### config.mk
export PLATFORM = sky130hd
export DESIGN_NAME = csm_top
export DESIGN_NICKNAME = d
export VERILOG_FILES = /design/src/csm_pkg.sv /design/src/csm_clk_mon.sv /design/src/csm_top.sv
export VERILOG_INCLUDE_DIRS = /design/src
export SDC_FILE = /design/constraint.sdc
export NUM_CORES = 1
export LEC_CHECK = 0
export ABC_AREA = 1
export BUFFER_PORTS_ARGS = -buffer_cell sky130_fd_sc_hd__buf_2
export CORE_MARGIN = 4
export CORE_UTILIZATION = 45
export CTS_BUF_LIST = sky130_fd_sc_hd__clkbuf_4
export DETAILED_ROUTE_END_ITERATION = 10
export GPL_TIMING_DRIVEN = 0
export PLACE_DENSITY = 0.75
export RECOVER_POWER = 50
export SLEW_MARGIN = 0
export SYNTH_ARGS = -nofsm -noshare
export SYNTH_HDL_FRONTEND = slang
export SYNTH_SLANG_ARGS = --single-unit
### constraint.sdc
create_clock -name clock -period 1.4 [get_ports clock]
set_input_delay 0.28 -clock clock [delete_from_list [all_inputs] [get_ports clock]]
set_output_delay 0.28 -clock clock [all_outputs]
set_load 0.01 [all_outputs]
### src/csm_params.svh
`ifndef CSM_PARAMS_SVH
`define CSM_PARAMS_SVH

// Timing
`define CSM_CLK_PERIOD_NS  20
`define CSM_TEST_TIME_US   300
`define CSM_TEST_CYCLES    ((`CSM_TEST_TIME_US * 1000) / `CSM_CLK_PERIOD_NS)
`define CSM_LOSS_FREQ_KHZ  2640
`define CSM_LOSS_HALF_CYC  ((1000000 / (2 * `CSM_LOSS_FREQ_KHZ)) / `CSM_CLK_PERIOD_NS)
`define CSM_CMP_HALF_CYC   6'h10
`define CSM_EMU_HALF_CYC   6'h20
`define CSM_HALVES         4'h8

// Sizes
`define CSM_RAILS          8
`define CSM_TRIM_WORDS     16
`define CSM_TRIM_AW        4
`define CSM_CRC_POLY       8'h07

// Register offsets
`define CSM_REG_CTRL       4'h0
`define CSM_REG_TSTAT      4'h1
`define CSM_REG_SAFE4      4'h2
`define CSM_REG_SMSTAT     4'h3
`define CSM_REG_STATE      4'h4
`define CSM_REG_MUXSEL     4'h5
`define CSM_REG_SENSOR     4'h6

// Field positions
`define CSM_CTRL_START     0
`define CSM_CTRL_CLKCHK    1
`define CSM_CTRL_GO_ACTIVE 2
`define CSM_TSTAT_RUN      0
`define CSM_TSTAT_FAIL     1
`define CSM_SAFE4_CLKLOST  0
`define CSM_SENSOR_CANEN   0

// Reset values
`define CSM_MUXSEL_RST     8'h00
`define CSM_SENSOR_RST     8'h00

// Diagnostic mux positions: {group[2:0], index[4:0]}
`define CSM_MUX_CLK_LOST   8'h30
`define CSM_MUX_OT_CAN     8'h6c
`define CSM_MUX_OT_IO      8'h6d
`define CSM_MUX_OT_SENSOR  8'h6e
`define CSM_MUX_CAN_CL     8'h6f
`define CSM_MUX_TRIM_ERR   8'h89

`endif

### src/csm_pkg.sv
package csm_pkg;

  typedef enum logic [2:0] {
    st_standby,
    st_reset,
    st_diag,
    st_active,
    st_safe
  } csm_state_t;

  typedef enum logic [2:0] {
    ph_idle,
    ph_cmp,
    ph_clk,
    ph_crc,
    ph_wait,
    ph_done
  } csm_phase_t;

endpackage

### src/csm_clk_mon.sv
`timescale 1ns/1ns
`default_nettype none
`include "csm_params.svh"

module csm_clk_mon #(
  parameter int unsigned HALF_MAX = `CSM_LOSS_HALF_CYC
) (
  input  wire logic clock,
  input  wire logic rst,
  input  wire logic enable,
  input  wire logic emulate,
  input  wire logic osc_sample,
  output var  logic loss
);

  logic       osc_q;
  logic [7:0] gap;

  always_ff @(posedge clock) begin
    if (rst) begin
      osc_q <= 1'b0;
    end else begin
      osc_q <= osc_sample;
    end
  end

  // Emulation only hides edges from this counter; the oscillator itself
  // is never touched.
  always_ff @(posedge clock) begin
    if (rst) begin
      gap <= 8'h00;
    end else if (!enable) begin
      gap <= 8'h00;
    end else if ((osc_sample != osc_q) && !emulate) begin
      gap <= 8'h00;
    end else if (gap != 8'hff) begin
      gap <= gap + 8'h01;
    end
  end

  // Stuck high, stuck low and a slow clock all stretch the gap.
  always_ff @(posedge clock) begin
    if (rst) begin
      loss <= 1'b0;
    end else begin
      loss <= enable && (gap >= 8'(HALF_MAX));
    end
  end

endmodule
`default_nettype wire

### src/csm_top.sv
// Our own choices: the address-and-strobe port and the register offsets.
`timescale 1ns/1ns
`default_nettype none
`include "csm_params.svh"

module csm_top #(
  parameter int unsigned TEST_CYCLES = `CSM_TEST_CYCLES,
  parameter int unsigned RAILS       = `CSM_RAILS,
  parameter int unsigned TRIM_WORDS  = `CSM_TRIM_WORDS,
  parameter int unsigned TRIM_AW     = `CSM_TRIM_AW
) (
  input  wire logic                clock,
  input  wire logic                rst,
  input  wire logic                power_on_reset_n,
  input  wire logic                wake_request,
  input  wire logic                osc_sample,
  input  wire logic [RAILS-1:0]    cmp_raw,
  input  wire logic [RAILS-1:0]    cmp_test_resp,
  input  wire logic [7:0]          trim_data,
  input  wire logic [7:0]          mon_trim,
  input  wire logic [2:0]          overtemp,
  input  wire logic                can_rail_current_limit,
  input  wire logic [3:0]          reg_addr,
  input  wire logic [7:0]          reg_wdata,
  input  wire logic                reg_write,
  input  wire logic                reg_read,
  output var  logic [7:0]          reg_rdata,
  output var  csm_pkg::csm_state_t dev_state,
  output var  logic                regulators_enable,
  output var  logic                mcu_reset_n,
  output var  logic                power_stage_enable_out,
  output var  logic                supervision_enable,
  output var  logic                clock_monitor_enable,
  output var  logic                cmp_emulate,
  output var  logic [TRIM_AW-1:0]  trim_addr,
  output var  logic [RAILS-1:0]    supply_flags,
  output var  logic                monitor_trim_fault,
  output var  logic                diag_out
);

  csm_pkg::csm_phase_t phase;
  logic        mon_loss;
  logic        real_loss;
  logic        clk_emulate;
  logic        only_clk;
  logic        fail_acc;
  logic        analog_test_fail;
  logic        clock_lost_flag;
  logic        can_rail_enable;
  logic [7:0]  mux_sel;
  logic [15:0] cnt;
  logic [5:0]  sub;
  logic [3:0]  halves;
  logic [7:0]  crc;
  logic [7:0]  trim_ref;
  logic        trim_ref_valid;
  logic        ctrl_wr;
  logic        start_auto;
  logic        start_sw;
  logic        check_sw;
  logic        starting;
  logic        test_done;
  logic        running;
  logic        mcu_may_test;

  ////////////////////////////////////////////////////////////////////////////

  function automatic logic [7:0] crc8_step(input logic [7:0] c,
                                           input logic [7:0] d);
    logic [7:0] r;
    integer     i;
    r = c ^ d;
    for (i = 0; i < 8; i++) begin
      r = r[7] ? ((r << 1) ^ `CSM_CRC_POLY) : (r << 1);
    end
    return r;
  endfunction

  function automatic logic mux_pick(input logic [7:0] sel);
    logic v;
    v = 1'b0;
    if (sel == `CSM_MUX_CLK_LOST) begin
      v = mon_loss;
    end else if (sel == `CSM_MUX_OT_CAN) begin
      v = overtemp[0];
    end else if (sel == `CSM_MUX_OT_IO) begin
      v = overtemp[1];
    end else if (sel == `CSM_MUX_OT_SENSOR) begin
      v = overtemp[2];
    end else if (sel == `CSM_MUX_CAN_CL) begin
      v = can_rail_enable ? can_rail_current_limit : 1'b1;
    end else if (sel == `CSM_MUX_TRIM_ERR) begin
      v = monitor_trim_fault;
    end
    return v;
  endfunction

  ////////////////////////////////////////////////////////////////////////////

  csm_clk_mon #(
    .HALF_MAX (`CSM_LOSS_HALF_CYC)
  ) u_clk_mon (
    .clock      (clock),
    .rst        (rst),
    .enable     (clock_monitor_enable),
    .emulate    (clk_emulate),
    .osc_sample (osc_sample),
    .loss       (mon_loss)
  );

  // Emulated loss during the clock phase goes only to the test engine, the SAFE4 read and the diagnostic mux.
  assign real_loss = clock_monitor_enable && mon_loss &&
                     (phase != csm_pkg::ph_clk);
  assign running   = (phase != csm_pkg::ph_idle);
  assign test_done = (phase == csm_pkg::ph_done);
  assign ctrl_wr   = reg_write && (reg_addr == `CSM_REG_CTRL);
  assign mcu_may_test = (dev_state == csm_pkg::st_diag) ||
                        (dev_state == csm_pkg::st_active);
  assign start_auto = (dev_state == csm_pkg::st_reset) && !running;
  assign start_sw   = ctrl_wr && reg_wdata[`CSM_CTRL_START] &&
                      mcu_may_test && !running;
  assign check_sw   = ctrl_wr && reg_wdata[`CSM_CTRL_CLKCHK] &&
                      mcu_may_test && !running;
  assign starting   = start_auto || start_sw || check_sw;

  ////////////////////////////////////////////////////////////////////////////

  // Armed once power-on reset lets go; only the system reset disarms it.
  always_ff @(posedge clock) begin
    if (rst) begin
      clock_monitor_enable <= 1'b0;
    end else if (power_on_reset_n) begin
      clock_monitor_enable <= 1'b1;
    end
  end

  always_ff @(posedge clock) begin
    if (rst) begin
      dev_state <= csm_pkg::st_standby;
    end else if (real_loss) begin
      dev_state <= csm_pkg::st_standby;
    end else begin
      case (dev_state)
        csm_pkg::st_standby: begin
          if (power_on_reset_n && wake_request) begin
            dev_state <= csm_pkg::st_reset;
          end
        end
        csm_pkg::st_reset: begin
          dev_state <= csm_pkg::st_diag;
        end
        csm_pkg::st_diag: begin
          if (test_done && fail_acc) begin
            dev_state <= csm_pkg::st_safe;
          end else if (ctrl_wr && reg_wdata[`CSM_CTRL_GO_ACTIVE] &&
                       !running) begin
            dev_state <= csm_pkg::st_active;
          end
        end
        csm_pkg::st_active: begin
          dev_state <= csm_pkg::st_active;
        end
        csm_pkg::st_safe: begin
          dev_state <= csm_pkg::st_safe;
        end
        default: begin
          dev_state <= csm_pkg::st_standby;
        end
      endcase
    end
  end

  always_ff @(posedge clock) begin
    if (rst || real_loss) begin
      regulators_enable <= 1'b0;
      mcu_reset_n       <= 1'b0;
    end else begin
      regulators_enable <= (dev_state != csm_pkg::st_standby);
      mcu_reset_n       <= (dev_state == csm_pkg::st_diag) ||
                           (dev_state == csm_pkg::st_active) ||
                           (dev_state == csm_pkg::st_safe);
    end
  end

  // Dropped in the same edge that starts a test, so no gap.
  always_ff @(posedge clock) begin
    if (rst || real_loss) begin
      power_stage_enable_out <= 1'b0;
      supervision_enable     <= 1'b0;
    end else begin
      power_stage_enable_out <= (dev_state == csm_pkg::st_active) &&
                                !running && !starting;
      supervision_enable     <= (dev_state != csm_pkg::st_standby) &&
                                !running && !starting;
    end
  end

  ////////////////////////////////////////////////////////////////////////////

  // Phase sequencer; emulation drives only comparator test inputs and the
  // monitor's edge mask, never the rails or the oscillator.
  always_ff @(posedge clock) begin
    if (rst || real_loss) begin
      phase       <= csm_pkg::ph_idle;
      sub         <= 6'h00;
      halves      <= 4'h0;
      fail_acc    <= 1'b0;
      only_clk    <= 1'b0;
      cmp_emulate <= 1'b0;
      clk_emulate <= 1'b0;
      trim_addr   <= '0;
      crc         <= 8'h00;
    end else begin
      case (phase)
        csm_pkg::ph_idle: begin
          sub      <= 6'h00;
          halves   <= 4'h0;
          fail_acc <= 1'b0;
          if (start_auto || start_sw) begin
            phase    <= csm_pkg::ph_cmp;
            only_clk <= 1'b0;
          end else if (check_sw) begin
            phase    <= csm_pkg::ph_clk;
            only_clk <= 1'b1;
            clk_emulate <= 1'b1;
          end
        end
        csm_pkg::ph_cmp: begin
          if (sub == `CSM_CMP_HALF_CYC - 6'h01) begin
            sub <= 6'h00;
            if (cmp_test_resp != {RAILS{cmp_emulate}}) begin
              fail_acc <= 1'b1;
            end
            cmp_emulate <= !cmp_emulate;
            if (halves == `CSM_HALVES - 4'h1) begin
              halves      <= 4'h0;
              cmp_emulate <= 1'b0;
              // Open on an emulated loss so the last half is clean and the
              // monitor has settled before the loss mask lifts.
              clk_emulate <= 1'b1;
              phase       <= csm_pkg::ph_clk;
            end else begin
              halves <= halves + 4'h1;
            end
          end else begin
            sub <= sub + 6'h01;
          end
        end
        csm_pkg::ph_clk: begin
          if (sub == `CSM_EMU_HALF_CYC - 6'h01) begin
            sub <= 6'h00;
            if (mon_loss != clk_emulate) begin
              fail_acc <= 1'b1;
            end
            clk_emulate <= !clk_emulate;
            if (halves == `CSM_HALVES - 4'h1) begin
              halves      <= 4'h0;
              clk_emulate <= 1'b0;
              trim_addr   <= '0;
              crc         <= 8'h00;
              phase <= only_clk ? csm_pkg::ph_done : csm_pkg::ph_crc;
            end else begin
              halves <= halves + 4'h1;
            end
          end else begin
            sub <= sub + 6'h01;
          end
        end
        csm_pkg::ph_crc: begin
          // Last trim word holds the stored CRC of all words before it.
          if (trim_addr == TRIM_AW'(TRIM_WORDS - 1)) begin
            if (crc != trim_data) begin
              fail_acc <= 1'b1;
            end
            phase <= csm_pkg::ph_wait;
          end else begin
            crc       <= crc8_step(crc, trim_data);
            trim_addr <= trim_addr + TRIM_AW'(1);
          end
        end
        csm_pkg::ph_wait: begin
          if (cnt >= 16'(TEST_CYCLES - 2)) begin
            phase <= csm_pkg::ph_done;
          end
        end
        csm_pkg::ph_done: begin
          phase <= csm_pkg::ph_idle;
        end
        default: begin
          phase <= csm_pkg::ph_idle;
        end
      endcase
    end
  end

  always_ff @(posedge clock) begin
    if (rst || !running) begin
      cnt <= 16'h0000;
    end else if (cnt != 16'hffff) begin
      cnt <= cnt + 16'h0001;
    end
  end

  // Written at the end of a run and cleared by a real loss, so a fail survives until a pass or a loss.
  always_ff @(posedge clock) begin
    if (rst || real_loss) begin
      analog_test_fail <= 1'b0;
    end else if (test_done) begin
      analog_test_fail <= fail_acc;
    end
  end

  ////////////////////////////////////////////////////////////////////////////

  // Held during a test so emulated comparator toggles never show.
  always_ff @(posedge clock) begin
    if (rst) begin
      supply_flags <= '0;
    end else if (!running && !starting) begin
      supply_flags <= cmp_raw;
    end
  end

  // Reference taken at each passing run; any later difference is a flip.
  always_ff @(posedge clock) begin
    if (rst || real_loss) begin
      trim_ref           <= 8'h00;
      trim_ref_valid     <= 1'b0;
      monitor_trim_fault <= 1'b0;
    end else if (test_done && !fail_acc) begin
      trim_ref           <= mon_trim;
      trim_ref_valid     <= 1'b1;
      monitor_trim_fault <= 1'b0;
    end else if (trim_ref_valid && (mon_trim != trim_ref)) begin
      monitor_trim_fault <= 1'b1;
    end
  end

  // Set wins over a software clear in the same cycle.
  always_ff @(posedge clock) begin
    if (rst) begin
      clock_lost_flag <= 1'b0;
    end else if (real_loss) begin
      clock_lost_flag <= 1'b1;
    end else if (reg_write && (reg_addr == `CSM_REG_SAFE4) &&
                 reg_wdata[`CSM_SAFE4_CLKLOST]) begin
      clock_lost_flag <= 1'b0;
    end
  end

  always_ff @(posedge clock) begin
    if (rst || real_loss) begin
      mux_sel         <= `CSM_MUXSEL_RST;
      can_rail_enable <= 1'(`CSM_SENSOR_RST >> `CSM_SENSOR_CANEN);
    end else if (reg_write && (reg_addr == `CSM_REG_MUXSEL)) begin
      mux_sel <= reg_wdata;
    end else if (reg_write && (reg_addr == `CSM_REG_SENSOR)) begin
      can_rail_enable <= reg_wdata[`CSM_SENSOR_CANEN];
    end
  end

  always_ff @(posedge clock) begin
    if (rst) begin
      diag_out <= 1'b0;
    end else begin
      diag_out <= mux_pick(mux_sel);
    end
  end

  always_ff @(posedge clock) begin
    if (rst) begin
      reg_rdata <= 8'h00;
    end else if (!reg_read) begin
      reg_rdata <= 8'h00;
    end else if (reg_addr == `CSM_REG_TSTAT) begin
      reg_rdata <= {6'h00, analog_test_fail, running};
    end else if (reg_addr == `CSM_REG_SAFE4) begin
      reg_rdata <= {7'h00, clock_lost_flag ||
                   ((phase == csm_pkg::ph_clk) && mon_loss)};
    end else if (reg_addr == `CSM_REG_SMSTAT) begin
      reg_rdata <= 8'(supply_flags);
    end else if (reg_addr == `CSM_REG_STATE) begin
      reg_rdata <= {5'h00, dev_state};
    end else if (reg_addr == `CSM_REG_MUXSEL) begin
      reg_rdata <= mux_sel;
    end else if (reg_addr == `CSM_REG_SENSOR) begin
      reg_rdata <= {7'h00, can_rail_enable};
    end else begin
      reg_rdata <= 8'h00;
    end
  end

  ////////////////////////////////////////////////////////////////////////////

  loss_to_standby_a: assert property (
    @(posedge clock) disable iff (rst)
    real_loss |=> (dev_state == csm_pkg::st_standby) && !mcu_reset_n &&
                  !regulators_enable)
    else $error("clock loss did not force standby");

  loss_flag_set_a: assert property (
    @(posedge clock) disable iff (rst)
    real_loss |=> clock_lost_flag [*2])
    else $error("clock lost flag not set");

  monitor_stays_on_a: assert property (
    @(posedge clock) disable iff (rst)
    clock_monitor_enable |=> clock_monitor_enable)
    else $error("clock monitor dropped");

  auto_start_a: assert property (
    @(posedge clock) disable iff (rst)
    (dev_state == csm_pkg::st_standby) ##1
    (dev_state == csm_pkg::st_reset) && !real_loss
    |=> (phase == csm_pkg::ph_cmp) && (dev_state == csm_pkg::st_diag))
    else $error("self-test not started on reset entry");

  run_gates_stage_a: assert property (
    @(posedge clock) disable iff (rst)
    running |-> !power_stage_enable_out && !supervision_enable)
    else $error("power stage enabled during self-test");

  diag_fail_safe_a: assert property (
    @(posedge clock) disable iff (rst)
    test_done && fail_acc && (dev_state == csm_pkg::st_diag) && !real_loss
    |=> (dev_state == csm_pkg::st_safe) && analog_test_fail ##1 mcu_reset_n)
    else $error("diag failure did not enter safe");

  active_fail_stay_a: assert property (
    @(posedge clock) disable iff (rst)
    test_done && fail_acc && (dev_state == csm_pkg::st_active) && !real_loss
    |=> (dev_state == csm_pkg::st_active) && analog_test_fail)
    else $error("active failure changed state");

  flags_frozen_a: assert property (
    @(posedge clock) disable iff (rst)
    running && $past(running) |-> $stable(supply_flags))
    else $error("supply flags moved during self-test");

  can_limit_high_a: assert property (
    @(posedge clock) disable iff (rst)
    ($past(mux_sel) == `CSM_MUX_CAN_CL) && !$past(can_rail_enable)
    |-> diag_out)
    else $error("can rail limit not high while disabled");

  run_bit_read_a: assert property (
    @(posedge clock) disable iff (rst)
    reg_read && (reg_addr == `CSM_REG_TSTAT)
    |=> reg_rdata[`CSM_TSTAT_RUN] == $past(running))
    else $error("running bit wrong");

endmodule
`default_nettype wire

==> impl_metrics.toml <==
[synth]
synth_area_per_cell_um2 = 7.05
synth_area_leaders = "dfxtp_1 37%, nand2_1 10%, nor2_1 7.7%"
syn_area_mm2 = 0.00540
netlist.area_leader.share_pct = 37.5
synth_top_area_cell = "dfxtp_1"
yosysWarnings = 0
ys_seq_area_share_pct = 37.5
synth-seq-cells = 101
synth.distinct_cells = 46
syn_nets = 831
synthCells = 765

[status]
violations = "negative setup slack"
outcome = "finished with violations"

[timing]
fin_crit_sh_pct = 114
slew_headroom_pct = 67.8
setup-tns-final_ns = -4.87
hold_viol_final = 0
fin_crit_ns = 1.60
skew_ns = 0.0291
fin_ws_ns = -0.202
rsz0062_at_grt = "true"
final-max-slew-violation-count = 0
worst_pin_slew_ns = 0.483
fmax_mhz = 624
setup_viol = 63

[clock_tree]
clk_latency_ns = 0.49
clk_pin_slew_ns = 0.17
cts_sinks = 101
clockBufferDepth = 2
cts_tree = "yes"
cts-root-buf = "clkbuf_4"
htree_levels = 3
cts_buffers = 9

[layout]
nets = 996
fillCellCount = 909
area_growth_pct = 41.9
drive_above_1_share_pct = 41.9
antenna_cells = 0

[routing]
dr.pass1.iters = 5
num_vias = 5676
antenna_left = 0
drt_iter0_markers = 355
drc_errors = 0
vias_per_cell = 5.27
wl_per_cell_um = 14.8
finalWirelength_um = 16000

[floorplanning]
core.rowCount = 39
die_w_um = 118
start_util_pct = 46.7
coreArea_mm2 = 0.0116
die_h_um = 118
pin_count = 86
die_area_mm2 = 0.0138

[critical_path]
critical_path_class = "reg2reg"
crit_fanout = 6
cp-end-kind = "register"
required_ns = 1.80
path_cells = "ha_4, nand3_4, nor2_4, nor2_4, nor2_4, nand2_4, nor2_4, nand3b_1, nand2_1, nor2_1"
slowest_delay_ns = 0.39
cpMostUsedCell = "nor2_4"
crit_arrival_ns = 2.00
cp_slowest_cell = "dfxtp_2"
start_kind = "register"

[place]
io_buffers = 85
dp_hpwl_um = 9570
gp_congestion = 0.854
place_ws_ns = -0.291

[global_route]
grt_use_total_pct = 20.3
overflow = 0
grt_pass1_vias = 5239
grt_pass1_wl_um = 23800
grt_max_degree = 18
grt_antenna_before_repair = 0

[power]
p_leak_nw = 3.27
irDropWorstVdd_mv = 0.733
p_per_area_mw_per_mm2 = 1170

[run]
cap_violations = 0

[hold_path]
worst_hold_path_type = "in2reg"
final timing paths:
kind / startpoint / to / slack [ns] / cells after the start
min reg2reg: mux_sel[7] / reg_rdata[7] / 0.47 / 2
max: sub[0] / phase[1] / -0.20 / 10
min: cmp_raw[0] / supply_flags[0] / 0.01 / 3
max reg2reg: sub[0] / phase[1] / -0.20 / 10
metrics by stage:
step / instances / hold slack [ns] / instance area, um^2 / total power, mW / utilization [%]
2_1_floorplan: 765 / 0.349 / 5480 / 5.24 / -
3_3_place_gp: 993 / 0.447 / 6080 / 5.86 / 52.6
3_5_place_dp: 993 / 0.456 / 6080 / 5.89 / 52.6
4_1_cts: 1058 / 0.00146 / 6960 / 8.36 / 60.2
5_1_grt: 1078 / 0.00986 / 7660 / 9.47 / 66.2
6_report: 1078 / 0.0113 / 7660 / 8.99 / 66.2
report_power, final:
group / total [mW] / switching (mW) / internal [mW]
clock: 1.78 / 1.04 / 0.737
combinational: 3.78 / 2.24 / 1.54
sequential: 3.43 / 0.273 / 3.15
total: 8.99 / 3.56 / 5.43
state kept, by name, indices dropped and copies added (netlist names), 6 cells and up:
signal,count
cnt,16
crc,8
mux_sel,8
reg_rdata,8
sub,6
supply_flags,8
trim_ref,8
u_clk_mon.gap,8
logic make-up (layout without fill, tap and decap cells):
group	Yosys count	in the layout	share of synthesized area, %
AND/OR/NAND/NOR	378	378	32.5
AO/OA/AOI/OAI	137	137	14.5
buffers and inverters	112	282	8.72
flip-flops	101	101	37.5
XOR/XNOR	26	26	4.22
adder cells (fa/ha/maj)	11	11	2.55
cells in the mapped netlist, drive strengths merged:
| master | count |
|---|---|
| xor2 | 9 |
| and3 | 1 |
| nor2 | 123 |
| nand4 | 10 |
| o211ai | 2 |
| a21oi | 60 |
| o21a | 3 |
| a31oi | 6 |
| a211oi | 9 |
| or2 | 8 |
| o221ai | 1 |
| nand2 | 155 |
| dfxtp | 101 |
| a221oi | 1 |
| nand3b | 3 |
| clkinv | 1 |
| or3 | 1 |
| buf | 10 |
| a22oi | 1 |
| clkbuf | 1 |
| inv | 100 |
| nand3 | 53 |
| o22ai | 2 |
| o21ai | 52 |
| xnor2 | 17 |
| nor3 | 21 |
| ha | 11 |
| nor4 | 3 |
metal layers:
metal	global-route usage (%)	part of all wire, %
met3	4.95	5.2
met2	35.3	51
met4	6.23	2.7
met1	24.8	41
met5	0	0
placed cells by master (no fill, tap or decap), types with 6 or more instances in the layout:
cell,count
a211oi_2,8
a21oi_1,37
a21oi_2,22
a31oi_1,6
buf_2,81
buf_4,47
buf_6,23
clkbuf_4,10
dfxtp_1,66
dfxtp_2,22
dfxtp_4,13
ha_1,6
inv_1,79
inv_2,16
nand2_1,127
nand2_2,16
nand2_4,10
nand3_1,41
nand3_2,8
nand4_1,10
nor2_1,77
nor2_2,20
nor2_4,24
nor3_1,13
nor3_4,6
o21ai_0,23
o21ai_1,14
o21ai_2,11
or2_2,7
xnor2_1,13
xor2_1,7
timing repair:
action	in CTS	in global routing
setup endpoints to repair	87	88
hold buffers	4	0
gates cloned	3	2
resized for setup	113	154
setup buffers	44	18
pin swaps	43	55
endpoints found under the hold margin	4	0
critical path, delay by kind of cell (launching register included):
kind          cells  cell delay, ns
fa+ha+maj         1            0.15
simple gates      9            1.00
flops             1            0.39
area by class of cell:
class	instances	area, um^2	area share, %
Inverter	101	403	5.26
Tap cell	143	179	2.34
Clock buffer	9	67.6	0.882
Sequential cell	101	2100	27.4
Timing Repair Buffer	154	1050	13.7
Multi-Input combinational cell	552	3620	47.3
Buffer	11	140	1.83
Clock inverter	7	97.6	1.27
No activity file was read; power rests on OpenSTA's default activity.
